==> src/verilog/drg_defs.vh <==
/*
  constants for the converter register bank: command addresses,
  reset values, field positions and bus addressing.
  assumes inclusion by the bank and its helper modules only.
*/
`ifndef DRG_DEFS_VH
`define DRG_DEFS_VH

`define DRG_CMD_POWER_OP 8'h01
`define DRG_CMD_OUT_CODE 8'h21
`define DRG_CMD_UP_MARGIN 8'h25
`define DRG_CMD_LO_MARGIN 8'h26
`define DRG_CMD_PSTAT_BYTE 8'h78
`define DRG_CMD_BUS_REV 8'h98
`define DRG_CMD_STATUS 8'hD0
`define DRG_CMD_GENERAL 8'hD1
`define DRG_CMD_ALARM_TONE 8'hD2
`define DRG_CMD_TRIGGERS 8'hD3

`define DRG_RST_POWER_OP 16'h0000
`define DRG_RST_CODE 16'h0000
`define DRG_RST_PSTAT_BYTE 16'h0000
`define DRG_RST_BUS_REV 16'h2200
`define DRG_RST_GENERAL 16'h01F0
`define DRG_RST_ALARM_TONE 16'h0000
`define DRG_RST_TRIGGERS 16'h0008

`define DRG_MASK_ALL 16'hFFFF
`define DRG_MASK_CODE10 16'h0FFC
`define DRG_MASK_CODE8 16'h0FF0

`define DRG_ST_USER_CRC 15
`define DRG_ST_FACT_CRC 14
`define DRG_ST_NV_BUSY 13
`define DRG_ST_UPD_BUSY 12
`define DRG_ST_DONTCARE 6'h00
`define DRG_TRIG_PROG 4
`define DRG_TRIG_RELOAD 5

`define DRG_BUS_BASE 4'h9
`define DRG_BUS_BCAST 7'h47
`define DRG_BITS_PER_BYTE 4'h8

`endif

==> src/verilog/drg_bank_note_placeholder_unused.v <==
/*
  intentionally empty helper file: no logic.
  assumes nothing.
*/

==> src/verilog/drg_reg16.v <==
/*
  one 16-bit software register with reset value and write mask.
  assumes the write enable is a single-cycle strobe from the bank.
*/
`include "drg_defs.vh"

module drg_reg16 #(
  parameter [15:0] RESET_VAL = 16'h0000,
  parameter [15:0] WR_MASK = 16'hFFFF
) (
  input wire mclk,
  input wire rst_n,
  input wire we,
  input wire [15:0] wdata,
  output reg [15:0] q
);

  // masked bits always read zero, so ignored field bits never stick
  always @(posedge mclk or negedge rst_n) begin
    if (!rst_n) begin
      q <= RESET_VAL;
    end else if (we) begin
      q <= wdata & WR_MASK;
    end
  end

endmodule

==> src/verilog/drg_busy.v <==
/*
  busy flag: raised by a start strobe, dropped by a done strobe.
  assumes done comes from the attached controller, on mclk.
*/
`include "drg_defs.vh"

module drg_busy (
  input wire mclk,
  input wire rst_n,
  input wire start,
  input wire done,
  output reg busy
);

  // start wins so a new job in the done cycle is not lost
  always @(posedge mclk or negedge rst_n) begin
    if (!rst_n) begin
      busy <= 1'b0;
    end else if (start) begin
      busy <= 1'b1;
    end else if (done) begin
      busy <= 1'b0;
    end
  end

endmodule

==> src/verilog/drg_bank.v <==
/*
  converter register bank behind a two-wire serial slave.
  assumes scl/sda inputs are already synchronous to mclk, the pad
  pulls sda low while sda_oe is high, and the nonvolatile controller
  and output stage answer with single-cycle done strobes.
*/
// Overview of operation
// RQ1 - bit 15 shows user store crc failure
// RQ2 - bit 14 shows factory store crc failure
// RQ3 - bit 13 high during nonvolatile program/reload
// RQ4 - bit 13 clears when nonvolatile job finishes
// RQ5 - bit 12 high while output updates
// RQ6 - bit 12 clears when output update completes
// RQ7 - general settings reset to 01F0h
// RQ8 - action triggers reset to 0008h
// RQ9 - alarm tone settings reset to 0000h
// RQ10 - output and margin codes reset to 0000h
// RQ11 - operation and status byte reset 0000h
// RQ12 - bus revision register returns 2200h
// RQ13 - output code keeps only variant code bits
// RQ14 - margin codes share the output code layout
// RQ15 - status holds identifier and revision fields
// RQ16 - read-only writes ignored, reads have no effects
// RQ17 - read: command, repeated start, upper then lower
// RQ18 - write applies at ack after lower byte
// RQ19 - broadcast address accepted only for writes
`include "drg_defs.vh"

module drg_bank #(
  parameter TEN_BIT = 1,
  parameter [3:0] PART_ID = 4'h5,
  parameter [1:0] REV_ID = 2'h1
) (
  input wire mclk,
  input wire rst_n,
  input wire scl_in,
  input wire sda_in,
  output reg sda_out,
  output reg sda_oe,
  input wire [2:0] dev_addr_sel,
  input wire user_crc_fail,
  input wire factory_crc_fail,
  input wire nv_op_done,
  input wire output_update_done,
  output reg nv_prog_req,
  output reg nv_reload_req,
  output reg output_update_req,
  output wire [15:0] power_operation_cmd,
  output wire [15:0] output_code,
  output wire [15:0] upper_margin_code,
  output wire [15:0] lower_margin_code,
  output wire [15:0] power_status_byte,
  output wire [15:0] general_settings,
  output wire [15:0] alarm_tone_settings,
  output wire [15:0] action_triggers,
  output wire nonvolatile_op_pending,
  output wire output_update_busy
);

  localparam [4:0] ST_IDLE = 5'b00001;
  localparam [4:0] ST_RX = 5'b00010;
  localparam [4:0] ST_ACK = 5'b00100;
  localparam [4:0] ST_TX = 5'b01000;
  localparam [4:0] ST_TXACK = 5'b10000;
  localparam [1:0] PH_ADDR = 2'd0;
  localparam [1:0] PH_CMD = 2'd1;
  localparam [1:0] PH_HI = 2'd2;
  localparam [1:0] PH_LO = 2'd3;
  localparam [15:0] CODE_MASK = (TEN_BIT != 0) ? `DRG_MASK_CODE10 : `DRG_MASK_CODE8;

  reg [4:0] state;
  reg [1:0] phase;
  reg [3:0] bit_cnt;
  reg [7:0] shreg;
  reg [7:0] cmd_ptr;
  reg [7:0] upper_data_byte;
  reg [7:0] lower_data_byte;
  reg [2:0] addr_latch;
  reg rd_mode;
  reg tx_lower;
  reg master_ack;
  reg wr_go;
  reg scl_q;
  reg sda_q;
  reg user_store_crc_error;
  reg factory_store_crc_error;
  reg [15:0] rd_data;

  wire scl_rise = scl_in & ~scl_q;
  wire scl_fall = ~scl_in & scl_q;
  wire start_seen = scl_in & scl_q & sda_q & ~sda_in;
  wire stop_seen = scl_in & scl_q & ~sda_q & sda_in;
  wire byte_done = scl_fall & (bit_cnt == `DRG_BITS_PER_BYTE);
  wire own_hit = (shreg[7:4] == `DRG_BUS_BASE) && (shreg[3:1] == addr_latch);
  wire bcast_hit = (shreg[7:1] == `DRG_BUS_BCAST) && !shreg[0]; // [RQ19]
  wire [15:0] wr_data = {upper_data_byte, lower_data_byte};
  // host is asked to wait out busy; dropping writes keeps a stray one harmless
  wire wr_ok = wr_go & ~nonvolatile_op_pending & ~output_update_busy; // [RQ3] [RQ5]
  wire we_power_op = wr_ok && (cmd_ptr == `DRG_CMD_POWER_OP);
  wire we_code = wr_ok && (cmd_ptr == `DRG_CMD_OUT_CODE);
  wire we_up = wr_ok && (cmd_ptr == `DRG_CMD_UP_MARGIN);
  wire we_lo = wr_ok && (cmd_ptr == `DRG_CMD_LO_MARGIN);
  wire we_pstat = wr_ok && (cmd_ptr == `DRG_CMD_PSTAT_BYTE);
  wire we_general = wr_ok && (cmd_ptr == `DRG_CMD_GENERAL);
  wire we_alarm = wr_ok && (cmd_ptr == `DRG_CMD_ALARM_TONE);
  wire we_trig = wr_ok && (cmd_ptr == `DRG_CMD_TRIGGERS);
  wire nv_start = we_trig & (wr_data[`DRG_TRIG_PROG] | wr_data[`DRG_TRIG_RELOAD]);

  drg_reg16 #(.RESET_VAL(`DRG_RST_POWER_OP), .WR_MASK(`DRG_MASK_ALL)) u_power_op (
    .mclk(mclk), .rst_n(rst_n), .we(we_power_op), .wdata(wr_data),
    .q(power_operation_cmd)
  ); // [RQ11]

  drg_reg16 #(.RESET_VAL(`DRG_RST_CODE), .WR_MASK(CODE_MASK)) u_out_code (
    .mclk(mclk), .rst_n(rst_n), .we(we_code), .wdata(wr_data),
    .q(output_code)
  ); // [RQ10] [RQ13]

  drg_reg16 #(.RESET_VAL(`DRG_RST_CODE), .WR_MASK(CODE_MASK)) u_up_margin (
    .mclk(mclk), .rst_n(rst_n), .we(we_up), .wdata(wr_data),
    .q(upper_margin_code)
  ); // [RQ10] [RQ14]

  drg_reg16 #(.RESET_VAL(`DRG_RST_CODE), .WR_MASK(CODE_MASK)) u_lo_margin (
    .mclk(mclk), .rst_n(rst_n), .we(we_lo), .wdata(wr_data),
    .q(lower_margin_code)
  ); // [RQ10] [RQ14]

  drg_reg16 #(.RESET_VAL(`DRG_RST_PSTAT_BYTE), .WR_MASK(`DRG_MASK_ALL)) u_pstat (
    .mclk(mclk), .rst_n(rst_n), .we(we_pstat), .wdata(wr_data),
    .q(power_status_byte)
  ); // [RQ11]

  drg_reg16 #(.RESET_VAL(`DRG_RST_GENERAL), .WR_MASK(`DRG_MASK_ALL)) u_general (
    .mclk(mclk), .rst_n(rst_n), .we(we_general), .wdata(wr_data),
    .q(general_settings)
  ); // [RQ7]

  drg_reg16 #(.RESET_VAL(`DRG_RST_ALARM_TONE), .WR_MASK(`DRG_MASK_ALL)) u_alarm (
    .mclk(mclk), .rst_n(rst_n), .we(we_alarm), .wdata(wr_data),
    .q(alarm_tone_settings)
  ); // [RQ9]

  drg_reg16 #(.RESET_VAL(`DRG_RST_TRIGGERS), .WR_MASK(`DRG_MASK_ALL)) u_trig (
    .mclk(mclk), .rst_n(rst_n), .we(we_trig), .wdata(wr_data),
    .q(action_triggers)
  ); // [RQ8]

  drg_busy u_nv_busy (
    .mclk(mclk), .rst_n(rst_n), .start(nv_start), .done(nv_op_done),
    .busy(nonvolatile_op_pending)
  ); // [RQ3] [RQ4]

  drg_busy u_upd_busy (
    .mclk(mclk), .rst_n(rst_n), .start(we_code), .done(output_update_done),
    .busy(output_update_busy)
  ); // [RQ5] [RQ6]

  // pure mux: reading changes no state anywhere
  always @* begin
    rd_data = 16'h0000;
    case (cmd_ptr)
      `DRG_CMD_STATUS: begin
        rd_data = {user_store_crc_error, factory_store_crc_error,
                   nonvolatile_op_pending, output_update_busy,
                   `DRG_ST_DONTCARE, PART_ID, REV_ID}; // [RQ1] [RQ2] [RQ15]
      end
      `DRG_CMD_GENERAL: rd_data = general_settings;
      `DRG_CMD_ALARM_TONE: rd_data = alarm_tone_settings;
      `DRG_CMD_TRIGGERS: rd_data = action_triggers;
      `DRG_CMD_OUT_CODE: rd_data = output_code;
      `DRG_CMD_UP_MARGIN: rd_data = upper_margin_code;
      `DRG_CMD_LO_MARGIN: rd_data = lower_margin_code;
      `DRG_CMD_POWER_OP: rd_data = power_operation_cmd;
      `DRG_CMD_PSTAT_BYTE: rd_data = power_status_byte;
      `DRG_CMD_BUS_REV: rd_data = `DRG_RST_BUS_REV; // [RQ12] [RQ16]
      default: rd_data = 16'h0000;
    endcase
  end

  always @(posedge mclk or negedge rst_n) begin
    if (!rst_n) begin
      user_store_crc_error <= 1'b0;
      factory_store_crc_error <= 1'b0;
      nv_prog_req <= 1'b0;
      nv_reload_req <= 1'b0;
      output_update_req <= 1'b0;
    end else begin
      user_store_crc_error <= user_crc_fail; // [RQ1]
      factory_store_crc_error <= factory_crc_fail; // [RQ2]
      nv_prog_req <= we_trig & wr_data[`DRG_TRIG_PROG];
      nv_reload_req <= we_trig & wr_data[`DRG_TRIG_RELOAD];
      output_update_req <= we_code;
    end
  end

  // slave engine: samples on scl rise, changes sda after scl fall
  always @(posedge mclk or negedge rst_n) begin
    if (!rst_n) begin
      state <= ST_IDLE;
      phase <= PH_ADDR;
      bit_cnt <= 4'h0;
      shreg <= 8'h00;
      cmd_ptr <= 8'h00;
      upper_data_byte <= 8'h00;
      lower_data_byte <= 8'h00;
      addr_latch <= 3'h0;
      rd_mode <= 1'b0;
      tx_lower <= 1'b0;
      master_ack <= 1'b0;
      wr_go <= 1'b0;
      scl_q <= 1'b1;
      sda_q <= 1'b1;
      sda_out <= 1'b0;
      sda_oe <= 1'b0;
    end else begin
      scl_q <= scl_in;
      sda_q <= sda_in;
      sda_out <= 1'b0;
      wr_go <= 1'b0;
      if (stop_seen) begin
        state <= ST_IDLE;
        sda_oe <= 1'b0;
      end else if (start_seen) begin
        // covers repeated start; cmd_ptr survives for the read
        state <= ST_RX;
        phase <= PH_ADDR;
        bit_cnt <= 4'h0;
        sda_oe <= 1'b0;
        addr_latch <= dev_addr_sel;
      end else begin
        case (state)
          ST_IDLE: begin
            sda_oe <= 1'b0;
          end
          ST_RX: begin
            if (scl_rise) begin
              shreg <= {shreg[6:0], sda_in};
              bit_cnt <= bit_cnt + 4'h1;
            end else if (byte_done) begin
              bit_cnt <= 4'h0;
              case (phase)
                PH_ADDR: begin
                  if (own_hit || bcast_hit) begin // [RQ19]
                    rd_mode <= shreg[0];
                    sda_oe <= 1'b1;
                    state <= ST_ACK;
                  end else begin
                    state <= ST_IDLE;
                  end
                end
                PH_CMD: begin
                  cmd_ptr <= shreg;
                  sda_oe <= 1'b1;
                  state <= ST_ACK;
                end
                PH_HI: begin
                  upper_data_byte <= shreg;
                  sda_oe <= 1'b1;
                  state <= ST_ACK;
                end
                default: begin
                  lower_data_byte <= shreg;
                  sda_oe <= 1'b1;
                  state <= ST_ACK;
                end
              endcase
            end
          end
          ST_ACK: begin
            if (scl_fall) begin
              if (phase == PH_ADDR && rd_mode) begin
                shreg <= rd_data[15:8]; // [RQ17]
                sda_oe <= ~rd_data[15];
                tx_lower <= 1'b0;
                state <= ST_TX;
              end else begin
                sda_oe <= 1'b0;
                state <= ST_RX;
                // further byte pairs rewrite the same register
                phase <= (phase == PH_LO) ? PH_HI : phase + 2'd1;
                wr_go <= (phase == PH_LO); // [RQ18]
              end
            end
          end
          ST_TX: begin
            if (scl_rise) begin
              bit_cnt <= bit_cnt + 4'h1;
            end else if (byte_done) begin
              bit_cnt <= 4'h0;
              sda_oe <= 1'b0;
              state <= ST_TXACK;
            end else if (scl_fall) begin
              shreg <= {shreg[6:0], 1'b0};
              sda_oe <= ~shreg[6];
            end
          end
          ST_TXACK: begin
            if (scl_rise) begin
              master_ack <= ~sda_in;
            end else if (scl_fall) begin
              if (master_ack) begin
                // upper byte first, then lower, then wrap
                shreg <= tx_lower ? rd_data[15:8] : rd_data[7:0]; // [RQ17]
                sda_oe <= tx_lower ? ~rd_data[15] : ~rd_data[7];
                tx_lower <= ~tx_lower;
                state <= ST_TX;
              end else begin
                state <= ST_IDLE;
              end
            end
          end
          default: begin
            state <= ST_IDLE;
            sda_oe <= 1'b0;
          end
        endcase
      end
    end
  end

endmodule

==> config.mk <==
export PLATFORM = sky130hd
export DESIGN_NAME = drg_bank
export DESIGN_NICKNAME = d
export VERILOG_FILES = /design/src/verilog/drg_bank_note_placeholder_unused.v /design/src/verilog/drg_reg16.v /design/src/verilog/drg_busy.v /design/src/verilog/drg_bank.v
export VERILOG_INCLUDE_DIRS = /design/src /design/src/verilog
export SDC_FILE = /design/constraint.sdc
export NUM_CORES = 1
export LEC_CHECK = 0
export BUFFER_PORTS_ARGS = -buffer_cell sky130_fd_sc_hd__buf_2
export CAP_MARGIN = 5
export CORE_MARGIN = 10
export CORE_UTILIZATION = 51
export DETAILED_ROUTE_END_ITERATION = 8
export PLACE_DENSITY = 0.85
export SYNTH_ARGS = -nofsm -noshare
export SYNTH_HDL_FRONTEND = slang
export SYNTH_SLANG_ARGS = --single-unit
==> constraint.sdc <==
create_clock -name mclk -period 2.6 [get_ports mclk]
set_input_delay 0.13 -clock mclk [delete_from_list [all_inputs] [get_ports mclk]]
set_output_delay 0.13 -clock mclk [all_outputs]
set_load 0.05 [all_outputs]
==> flow_summary.toml <==
[worst_setup_path]
critPathCapture = "shreg[7]"
endpoint_kind = "flip-flop"
critPathSlowestCell = "or4b_2"
worst_ep_required_time_ns = 2.98
reg2reg_slack_ns = 0.12
worstReg2RegStart = "cmd_ptr[0]"
cp-startpoint = "cmd_ptr[0]"
critical-path-top-delay-family = "compound AO/OA/AOI/OAI gates"
r2r_cells = 6
cpPeakStageDelay_ns = 0.67
cp-start-kind = "flip-flop"
cp.arrival_ns = 2.86
crit_chain = "buf_4, or4b_2, a21oi_1, nor4_1, a2111oi_0, o22a_1"
cp_max_fo = 10
rr_endpoint = "shreg[7]"
cp.depth = 6
worst-path-buf-inv = 1
critical_path_class = "flip-flop to flip-flop"

[timing]
max_slew.worst_pin.slew_ns = 0.839
max_slew_margin_pct = 43.5
fmaxAchievable_mhz = 404
timing.hold.ws_ns = 0.240
fin_skew_ns = 0.0150
post-route-min-period_ns = 2.48
setup_viol = 0
setup_tns_ns = 0
fin_crit_sh_pct = 95.3
hold_viol = 0
rsz0062_at_grt = "no"
slew_viol_final = 0

[cells_and_area]
n_antenna_cell = 0
stdcell_count = 1095
mostFrequentLayoutCell = "dfrtp_1"
final_cell_mix = "dfrtp_1, mux2_2, buf_2"
area_growth_pct = 21.4
final_core_util_pct = 63.4
nets = 879
drive_above_1_share_pct = 42.7

[die]
coreArea_um2 = 15900
fp.dieW_um = 148
std_cell_rows = 46
die_h_um = 148
start_util_pct = 52.2
io_pins = 146
die_area_um2 = 21800

[pwr]
worst_ir_drop_vdd_mv = 0.550
p_leak_nw = 5.09
p_per_area_nw_per_um2 = 554

[route]
via_count = 6900
wl_per_cell_um = 23.7
drc = 0
vias_per_cell = 6.30
routed_wl_mm = 26.0
drtIter0Drc = 768
dr.pass1.iters = 6
postRouteAntennaNets = 0

[clock_tree]
cts_tree = "built"
cts-root-buf = "clkbuf_16"
cts_buffer_depth = 2
clk_latency_ns = 0.45
cts_num_sinks = 170
post-cts-setup-buffer-count = 0
htree_levels = 4
cts_inserted_buffers = 17
clk_pin_slew_ns = 0.07

[logic_synthesis]
synth_cell_types = 80
yosys-top-cells-area = "dfrtp_1, mux2_2, dfstp_2, nand2_1, buf_4"
synth-edff-count = 0
seq_area_frac_synth_pct = 51.4
yosysWarnings = 0
synth.avg_cell_area_um2 = 11.9
netlist_area_um2 = 8290
syn_inst = 698
synth_top_area_share_pct = 48.6
synth-async-reset-ratio_pct = 100
synth_seq_cells = 170
synth_ff_type = "dfrtp_1"
synth_top_area_cell = "dfrtp_1"

[placed_design]
gp_congestion = 0.957
io_buffers = 126
dp_cells = 1053
dp_hpwl_mm = 18.4

[global_routing]
grt_remaining_overflow = 0
grt_pass1_wl_mm = 40.4
grt_pass1_vias = 6883
grt_max_degree = 68
antenna_found_initial = 1
grt_use_total_pct = 23.7

[job]
drv_cap = 0

[run_status]
status = "finished clean"

[worst_hold_path]
hp-class = "input pin to asynchronous set/reset pin"
## worst reg2reg max path: cells and delay by family (launching register included)
family	cells	cell delay [ns]
AOI/OAI and AO/OA	3	0.85
buffers and inverters	1	0.24
DFF	1	0.50
and+or+nand+nor	2	0.83
## metal layers
layer	vias up	share of wire (%)	GRT usage (%)
li1	2918	-	-
met1	3428	40	30.3
met2	451	46	36.5
met3	101	10	7.45
met4	2	3.7	9.86
met5	-	0.050	0
## worst min-delay path by stage
stage | from | endpoint | slack (ns) | depth (start not counted)
2_1_floorplan | rst_n | addr_latch[0] | -0.17 | 0
3_3_place_gp | rst_n | bit_cnt[2] | 0.16 | 1
3_5_place_dp | rst_n | bit_cnt[2] | 0.16 | 1
4_1_cts | rst_n | bit_cnt[2] | 0.26 | 2
5_1_grt | rst_n | master_ack | 0.31 | 2
6_report | rst_n | bit_cnt[2] | 0.24 | 2
## per-stage QoR
stage	setup WS [ns]	instance area (um^2)	total power, W
after global routing	0.0425	10100	0.00572
after floorplan	0.191	8360	0.00293
final	0.122	10100	0.00558
after CTS	0.0220	10100	0.00557
after detailed placement	0.0160	9370	0.00304
after global placement	0.0892	9370	0.00303
## synth_stat cells, types with 7 or more instances
cell / instances
a21oi_1: 15
a221o_1: 7
a222oi_1: 9
a22o_1: 13
a22oi_1: 14
and3_1: 12
buf_2: 14
buf_4: 21
clkbuf_1: 16
dfrtp_1: 161
dfstp_2: 9
inv_1: 11
mux2_2: 129
mux2i_1: 8
nand2_1: 54
nand2b_1: 8
nand3_1: 13
nor2_1: 29
nor3_1: 8
o21ai_0: 17
## power by group
group | switching (W) | leakage [nW] | total [W] | internal [W]
clock | 0.00119 | 0.288 | 0.00257 | 0.00139
sequential | 0.0000334 | 2.32 | 0.00271 | 0.00268
combinational | 0.000207 | 2.48 | 0.000292 | 0.0000857
total | 0.00143 | 5.09 | 0.00558 | 0.00415
## cells by family (layout without fill, tap and decap cells)
| logic type | count (synthesis) | count (layout) | share of synthesized area (%) |
|---|---|---|---|
| AOI/OAI and AO/OA | 130 | 130 | 12.1 |
| xor gates and xnor gates | 5 | 5 | 0.528 |
| adders and majority gates | 2 | 2 | 0.302 |
| buffers and inverters | 71 | 234 | 4.62 |
| DFF | 170 | 170 | 51.4 |
| muxes | 138 | 138 | 18.8 |
| other | 1 | 19 | 0.0452 |
| and+or+nand+nor | 181 | 181 | 12.2 |
## timing repair
action	4_1_cts	5_1_grt
endpoints found under the setup margin	0	6
hold buffers	10	0
endpoints found under the hold margin	71	0
gates resized for setup	0	3
## area by class of cell
| type | count | area (um^2) |
|---|---|---|
| Timing Repair Buffer | 191 | 1170 |
| Clock inverter | 14 | 155 |
| Clock buffer | 18 | 439 |
| Tap cell | 216 | 270 |
| Inverter | 11 | 41.3 |
| Multi-Input combinational cell | 475 | 3720 |
| Sequential cell | 170 | 4270 |
| Fill cell | 1178 | 5820 |
## sequential cells by signal, summed over array words and instances, names as in the netlist, 2 cells and up
signal and flops:
u_pstat.q 16, shreg 8, state 5, bit_cnt 4, u_out_code.q 10, u_power_op.q 16, lower_data_byte 8, cmd_ptr 8
phase 2, u_general.q 16, u_lo_margin.q 10, upper_data_byte 8, u_alarm.q 16, addr_latch 3, u_up_margin.q 10, u_trig.q 16
No activity file was read; power rests on OpenSTA's default activity.
